--- src/logic/tel_pkg.sv ---
// Package for the thermal excursion time log block.
// Assumes a single 200 MHz clock and host reads by byte offset of the health log.
// Notes on behaviour
// RULE1: Count minutes in warning band
// RULE2: Warning counter zero if either threshold zero
// RULE3: Count minutes at or above critical
// RULE4: Critical counter zero if critical threshold zero
// RULE5: Report sensor one reading, two bytes
// RULE6: Report sensor two reading, two bytes
// RULE7: Report sensor three reading, two bytes
// RULE8: Sub-minute accumulation per band, remainder kept
package tel_pkg;

  // ----------------------------------------------------------------
  // Timing
  // ----------------------------------------------------------------
  localparam int unsigned CLK_PERIOD_PS   = 5000;
  localparam longint unsigned MINUTE_S    = 60;
  localparam longint unsigned MINUTE_CYCLES =
    (MINUTE_S * 64'd1000000000000) / CLK_PERIOD_PS;

  // ----------------------------------------------------------------
  // Log byte offsets
  // ----------------------------------------------------------------
  localparam logic [8:0] OFF_WARN_TIME = 9'h0c0;  // 195:192
  localparam logic [8:0] OFF_CRIT_TIME = 9'h0c4;  // 199:196
  localparam logic [8:0] OFF_SENSOR1   = 9'h0c8;  // 201:200
  localparam logic [8:0] OFF_SENSOR2   = 9'h0ca;  // 203:202
  localparam logic [8:0] OFF_SENSOR3   = 9'h0cc;  // 205:204

  // ----------------------------------------------------------------
  // Reset values
  // ----------------------------------------------------------------
  localparam logic [31:0] RST_MINUTES  = 32'h0000_0000;
  localparam logic [35:0] RST_SUBCOUNT = 36'h0_0000_0000;
  localparam logic [15:0] THRESH_OFF   = 16'h0000;
  localparam logic [7:0]  RST_LOG_BYTE = 8'h00;

endpackage

--- src/logic/tel_time_log.sv ---
// Warning and critical band minute counters plus sensor readings, byte readable.
// Assumes temperature and threshold inputs come from logic on mclk; sensor
// readings also on mclk. Read data is registered, one cycle after the request.
// Counters saturate at all ones; MINUTE_TICKS sets the clocks in one minute.
// Sensor fields pass straight through; their encoding is the sensor's own.
`timescale 1ns/100ps
`default_nettype none
module tel_time_log
  import tel_pkg::*;
#(
  parameter longint unsigned MINUTE_TICKS = MINUTE_CYCLES
) (
  input  wire logic        mclk,
  input  wire logic        rst_n,
  input  wire logic        operational,
  input  wire logic [15:0] composite_temp,
  input  wire logic [15:0] warning_temp_threshold,
  input  wire logic [15:0] critical_temp_threshold,
  input  wire logic [15:0] sensor1_temp,
  input  wire logic [15:0] sensor2_temp,
  input  wire logic [15:0] sensor3_temp,
  input  wire logic        log_rd,
  input  wire logic [8:0]  log_addr,
  output logic [7:0]       log_data,
  output logic             log_valid,
  output logic [31:0]      warn_minutes,
  output logic [31:0]      crit_minutes
);

  // ----------------------------------------------------------------
  // Band decision
  // ----------------------------------------------------------------
  logic warn_off;
  logic crit_off;
  logic in_warn;
  logic in_crit;

  // Unsigned compare; how a temperature is encoded is up to its source
  function automatic logic at_or_above(input logic [15:0] temp, input logic [15:0] limit);
    at_or_above = (temp >= limit);
  endfunction

  assign crit_off = (critical_temp_threshold == THRESH_OFF);
  // A zero critical threshold leaves no upper edge, so warning stops too
  assign warn_off = (warning_temp_threshold == THRESH_OFF) || crit_off;  // RULE2
  assign in_warn  = operational && !warn_off &&
                    at_or_above(composite_temp, warning_temp_threshold) &&
                    !at_or_above(composite_temp, critical_temp_threshold);  // RULE1
  assign in_crit  = operational && !crit_off &&
                    at_or_above(composite_temp, critical_temp_threshold);  // RULE3

  // ----------------------------------------------------------------
  // Band time helpers
  // ----------------------------------------------------------------

  localparam logic [35:0] TICK_LAST = 36'(MINUTE_TICKS - 1);

  // Saturate rather than wrap: a wrapped count would read as near zero
  function automatic logic [31:0] sat_inc(input logic [31:0] v);
    sat_inc = (v == 32'hffff_ffff) ? v : v + 32'h0000_0001;
  endfunction

  // True on the clock that completes a minute of band time
  function automatic logic minute_closes(input logic [35:0] sub);
    minute_closes = (sub >= TICK_LAST);
  endfunction

  // Remainder after one more clock in band
  function automatic logic [35:0] sub_after(input logic [35:0] sub);
    if (minute_closes(sub)) begin
      sub_after = RST_SUBCOUNT;
    end else begin
      sub_after = sub + 36'h0_0000_0001;
    end
  endfunction

  // ----------------------------------------------------------------
  // Warning band counter
  // ----------------------------------------------------------------

  logic [35:0] warn_sub_reg;
  logic [35:0] warn_sub_next;
  logic [31:0] warn_min_reg;
  logic [31:0] warn_min_next;

  // Remainder survives leaving the band, so short visits still add up
  always_comb begin
    warn_sub_next = warn_sub_reg;
    warn_min_next = warn_min_reg;
    if (in_warn) begin
      warn_sub_next = sub_after(warn_sub_reg);  // RULE8
      if (minute_closes(warn_sub_reg)) begin  // RULE8
        warn_min_next = sat_inc(warn_min_reg);  // RULE1
      end
    end
    // Zero thresholds clear time and remainder alike
    if (warn_off) begin
      warn_sub_next = RST_SUBCOUNT;  // RULE2
      warn_min_next = RST_MINUTES;  // RULE2
    end
  end

  always_ff @(posedge mclk) begin
    if (!rst_n) begin
      warn_sub_reg <= RST_SUBCOUNT;
      warn_min_reg <= RST_MINUTES;
    end else begin
      warn_sub_reg <= warn_sub_next;
      warn_min_reg <= warn_min_next;
    end
  end

  // Force zero on the visible value in the same cycle a threshold goes zero
  assign warn_minutes = warn_off ? RST_MINUTES : warn_min_reg;  // RULE2

  // ----------------------------------------------------------------
  // Critical band counter
  // ----------------------------------------------------------------

  logic [35:0] crit_sub_reg;
  logic [35:0] crit_sub_next;
  logic [31:0] crit_min_reg;
  logic [31:0] crit_min_next;

  // Only its own threshold clears it; a zero warning threshold does not
  always_comb begin
    crit_sub_next = crit_sub_reg;
    crit_min_next = crit_min_reg;
    if (in_crit) begin
      crit_sub_next = sub_after(crit_sub_reg);  // RULE8
      if (minute_closes(crit_sub_reg)) begin  // RULE8
        crit_min_next = sat_inc(crit_min_reg);  // RULE3
      end
    end
    if (crit_off) begin
      crit_sub_next = RST_SUBCOUNT;  // RULE4
      crit_min_next = RST_MINUTES;  // RULE4
    end
  end

  always_ff @(posedge mclk) begin
    if (!rst_n) begin
      crit_sub_reg <= RST_SUBCOUNT;
      crit_min_reg <= RST_MINUTES;
    end else begin
      crit_sub_reg <= crit_sub_next;
      crit_min_reg <= crit_min_next;
    end
  end

  assign crit_minutes = crit_off ? RST_MINUTES : crit_min_reg;  // RULE4

  // ----------------------------------------------------------------
  // Log read decode
  // ----------------------------------------------------------------

  // Byte of a two byte field; the lower offset holds the low byte
  function automatic logic [7:0] half_byte(input logic [15:0] v, input logic hi);
    half_byte = hi ? v[15:8] : v[7:0];
  endfunction

  // Byte of a four byte field; the lowest offset holds the low byte
  function automatic logic [7:0] word_byte(input logic [31:0] v, input logic [1:0] idx);
    word_byte = 8'h00;
    unique case (idx)
      2'h0: word_byte = v[7:0];
      2'h1: word_byte = v[15:8];
      2'h2: word_byte = v[23:16];
      2'h3: word_byte = v[31:24];
    endcase
  endfunction

  logic [7:0] data_next;
  logic       valid_next;

  // Unmapped offsets still answer, with a zero byte
  always_comb begin
    data_next  = RST_LOG_BYTE;
    valid_next = log_rd;
    if (log_rd) begin
      unique case (log_addr)
        OFF_WARN_TIME:         data_next = word_byte(warn_minutes, 2'h0);
        OFF_WARN_TIME + 9'h1:  data_next = word_byte(warn_minutes, 2'h1);
        OFF_WARN_TIME + 9'h2:  data_next = word_byte(warn_minutes, 2'h2);
        OFF_WARN_TIME + 9'h3:  data_next = word_byte(warn_minutes, 2'h3);
        OFF_CRIT_TIME:         data_next = word_byte(crit_minutes, 2'h0);
        OFF_CRIT_TIME + 9'h1:  data_next = word_byte(crit_minutes, 2'h1);
        OFF_CRIT_TIME + 9'h2:  data_next = word_byte(crit_minutes, 2'h2);
        OFF_CRIT_TIME + 9'h3:  data_next = word_byte(crit_minutes, 2'h3);
        OFF_SENSOR1:           data_next = half_byte(sensor1_temp, 1'b0);  // RULE5
        OFF_SENSOR1 + 9'h1:    data_next = half_byte(sensor1_temp, 1'b1);  // RULE5
        OFF_SENSOR2:           data_next = half_byte(sensor2_temp, 1'b0);  // RULE6
        OFF_SENSOR2 + 9'h1:    data_next = half_byte(sensor2_temp, 1'b1);  // RULE6
        OFF_SENSOR3:           data_next = half_byte(sensor3_temp, 1'b0);  // RULE7
        OFF_SENSOR3 + 9'h1:    data_next = half_byte(sensor3_temp, 1'b1);  // RULE7
        default:               data_next = RST_LOG_BYTE;
      endcase
    end
  end

  // ----------------------------------------------------------------
  // Log read register
  // ----------------------------------------------------------------

  logic [7:0] data_reg;
  logic       valid_reg;

  // One cycle of latency keeps the read mux off the counter paths
  always_ff @(posedge mclk) begin
    if (!rst_n) begin
      data_reg  <= RST_LOG_BYTE;
      valid_reg <= 1'b0;
    end else begin
      data_reg  <= data_next;
      valid_reg <= valid_next;
    end
  end

  assign log_data  = data_reg;
  assign log_valid = valid_reg;

endmodule // tel_time_log
`default_nettype wire

--- config.mk ---
export PLATFORM = sky130hd
export DESIGN_NAME = tel_time_log
export DESIGN_NICKNAME = d
export VERILOG_FILES = /design/src/logic/tel_pkg.sv /design/src/logic/tel_time_log.sv
export SDC_FILE = /design/constraint.sdc
export NUM_CORES = 1
export LEC_CHECK = 0
export BUFFER_PORTS_ARGS = -buffer_cell sky130_fd_sc_hd__buf_4
export CAP_MARGIN = 20
export CORE_MARGIN = 2
export CORE_UTILIZATION = 56
export CTS_CLUSTER_SIZE = 8
export DETAILED_ROUTE_END_ITERATION = 12
export HOLD_SLACK_MARGIN = 0.15
export PLACE_DENSITY = 0.81
export SETUP_SLACK_MARGIN = 0.5
export SKIP_CTS_REPAIR_TIMING = 1
export SYNTH_ARGS = -nofsm -noshare
export SYNTH_HDL_FRONTEND = slang
export SYNTH_SLANG_ARGS = --single-unit
--- constraint.sdc ---
create_clock -name mclk -period 3.5 [get_ports mclk]
set_clock_uncertainty 0.15 [all_clocks]
set_input_delay 0.35 -clock mclk [delete_from_list [all_inputs] [get_ports mclk]]
set_output_delay 0.35 -clock mclk [all_outputs]
set_load 0.005 [all_outputs]
==> flow_metrics.py <==
metrics = {
    "setup_path": {
        "r2r_cells": 8,
        "path_cells": "or4b_1 -> nor4_1 -> o211ai_1 -> nand3_1 -> nand3_1 -> or4_1 -> xor2_1 -> nor2_1",
        "cp.buffers_inverters": 0,
        "crit_family": "simple AND/OR/NAND/NOR gates",
        "rrSetupSlack_ns": 0.64,
        "cp.required_ns": 3.65,
        "setup.worst_path.start": "crit_sub_reg[28]$_SDFFE_PP0P_",
        "worstSetupPathType": "flip-flop to flip-flop",
        "slowest_stage": "or4_1",
        "cp.arrival_ns": 3.01,
        "cpPeakStageDelay_ns": 0.65,
        "start_kind": "flip-flop",
        "crit_path_max_fanout": 10,
        "rr_startpoint": "crit_sub_reg[28]$_SDFFE_PP0P_",
        "r2r-end": "crit_min_reg[26]$_SDFFE_PP0P_",
        "cp-end-kind": "flip-flop",
        "crit_top_cell": "nand3_1",
    },
    "cts": {
        "cts.sinks": 145,
        "clkLatencyLatePin_ns": 0.43,
        "cts_tree": "yes",
        "path_clk_slew_ns": 0.06,
        "cts_max_level": 4,
        "cts_made_buffers": 17,
        "clock-root-buffer": "clkbuf_16",
        "cts_buffer_depth": 2,
    },
    "die": {
        "die_h_um": 129,
        "dieArea_um2": 16700,
        "core_um2": 15300,
        "rows": 45,
        "initial_core_util": 0.574,
        "io_pins": 182,
        "die_x_um": 129,
    },
    "worst_hold_path": {
        "whs_endpoint": "log_data[7]$_SDFF_PN0_",
        "hold_path.class": "input pin to flip-flop",
        "hold_depth": 3,
        "hp-start": "sensor1_temp[15]",
    },
    "synth": {
        "ys_warn_count": 0,
        "ys_async_sr_fraction": 0,
        "ys_seq_area_frac": 0.331,
        "ys_ff_latch": 145,
        "syn_inst": 1117,
        "synth_ff_type": "dfxtp_1",
        "syn_area_um2": 8770,
        "synth.distinct_cells": 55,
        "syn-num-nets": 1262,
        "synth.avg_cell_area_um2": 7.85,
        "synth_edf_count": 0,
    },
    "placement": {
        "hpwl_um": 19900,
        "dp_cells": 1488,
        "post_dp_cell_area_um2": 10400,
        "gp_congestion": 0.966,
        "numPortBuffers": 181,
    },
    "routing": {
        "via_per_inst": 6.10,
        "drtIter0Drc": 974,
        "wl_um": 27000,
        "detail-route-antenna-nets": 0,
        "drcViolationCount": 0,
        "via_count": 9272,
        "routedWlPerCell_um": 17.8,
        "dr.pass1.iters": 6,
    },
    "timing": {
        "fmax_ghz": 0.350,
        "relSlewSlack": 0.467,
        "setup_violations": 0,
        "hold_violations": 0,
        "tightestPinTransition_ns": 0.796,
        "slew_viol_final": 0,
        "whs_ns": 0.119,
        "period_needed_ns": 2.86,
        "rsz0062_at_grt": "yes",
        "finalCritPeriodShare": 0.817,
        "final.setup.tns_ns": 0,
    },
    "cells_and_area": {
        "area_growth_pct": 26.5,
        "design_area_um2": 11100,
        "layout.nets": 1443,
        "diodes": 0,
        "fillers": 1184,
        "stdcell_count": 1521,
        "drive_gt1_frac": 0.192,
    },
    "grt": {
        "grt_pass1_vias": 8481,
        "grt_pass1_wl_um": 42500,
        "overflow": 0,
        "grt_max_degree": 37,
        "grtUsageTotal": 0.319,
        "antenna_found_initial": 0,
    },
    "job": {
        "cap_violations": 0,
    },
    "power": {
        "p_total_uw": 3920,
        "p_leak_uw": 0.00435,
        "vdd_drop_max_uv": 391,
        "power.density_nw_per_um2": 353,
    },
    "outcome": {
        "status": "finished, final reports clean",
    },
}
power breakdown:
| group | leakage (µW) | internal [µW] | switching (µW) |
|---|---|---|---|
| Combinational | 0.00290 | 147 | 160 |
| Sequential | 0.00117 | 1650 | 3.62 |
| Clock | 0.000290 | 1230 | 722 |
| Total | 0.00435 | 3030 | 885 |
kinds of logic (layout without fill, tap and decap cells):
kind of cell	count (synthesis)	in the layout	share of synthesized area
and+or+nand+nor	575	575	0.340
adders and majority gates	36	36	0.0514
DFF	145	145	0.331
muxes	8	8	0.00914
AOI/OAI and AO/OA	166	166	0.132
xor gates and xnor gates	98	98	0.0979
buffers and inverters	89	282	0.0381
worst max-delay path by stage:
stage,slack [ns],depth (start not counted),end
floorplan,0.51,11,warn_sub_reg[26]$_SDFFE_PP0P_
global placement,0.14,10,warn_min_reg[20]$_SDFFE_PP0P_
detailed placement,0.06,10,warn_sub_reg[29]$_SDFFE_PP0P_
CTS,0.48,10,warn_sub_reg[29]$_SDFFE_PP0P_
global route,0.46,8,crit_min_reg[26]$_SDFFE_PP0P_
finish,0.64,8,crit_min_reg[26]$_SDFFE_PP0P_
layer usage:
layer  part of all wire  track usage  vias to the layer above
met1               0.42        0.427                     4355
met2               0.48        0.518                      444
met4              0.026        0.110                        0
li1                   -            -                     4397
met5                  0            0                        -
met3              0.077       0.0590                       76
per-stage QoR:
| stage | setup slack, ns | util |
|---|---|---|
| after CTS | 0.484 | 0.723 |
| after floorplan | 0.508 | - |
| after global routing | 0.455 | 0.727 |
| after global placement | 0.137 | 0.681 |
| final | 0.641 | 0.727 |
| after detailed placement | 0.0610 | 0.681 |
area by class of cell:
class                           count  area [µm²]  share of cell area
Multi-Input combinational cell    883        5580               0.503
Sequential cell                   145        2900               0.262
Timing Repair Buffer              204        1530               0.138
Clock buffer                       19         453              0.0408
Tap cell                          211         264              0.0238
Clock inverter                     12         183              0.0165
Inverter                           47         176              0.0159
synthesized netlist by cell type (25+ instances only):
master,count,area share
nor3_1,52,0.030
and3_1,56,0.040
nand3_1,62,0.035
and2_1,41,0.029
dfxtp_1,145,0.33
ha_1,36,0.051
a21oi_1,49,0.028
nand4_1,41,0.029
nand2_1,70,0.030
inv_1,47,0.020
o21ai_0,33,0.019
xnor2_1,67,0.067
clkbuf_1,40,0.017
nor2_1,161,0.069
xor2_1,31,0.031
nor4_1,25,0.018
placed cells by master (no fill, tap or decap), types with 17 or more instances in the layout:
cell type	Yosys	layout
and2_1	41	41
and3_1	56	56
nand4_1	41	41
nor3_1	52	49
nor2_1	161	159
nand2_1	70	68
xor2_1	31	31
nand3_1	62	61
ha_1	36	36
inv_1	47	47
a21oi_1	49	49
xnor2_1	67	67
or3_1	19	18
o21ai_0	33	33
dfxtp_1	145	145
buf_4	0	203
nor4_1	25	23
clkbuf_16	0	17
worst reg2reg max path, stage by stage, from the launching register on:
cell,delay [ns]
dfxtp_1,0.35
or4b_1,0.52
nor4_1,0.21
o211ai_1,0.14
nand3_1,0.16
nand3_1,0.33
or4_1,0.65
xor2_1,0.17
nor2_1,0.06
No activity file was read; power rests on OpenSTA's default activity.
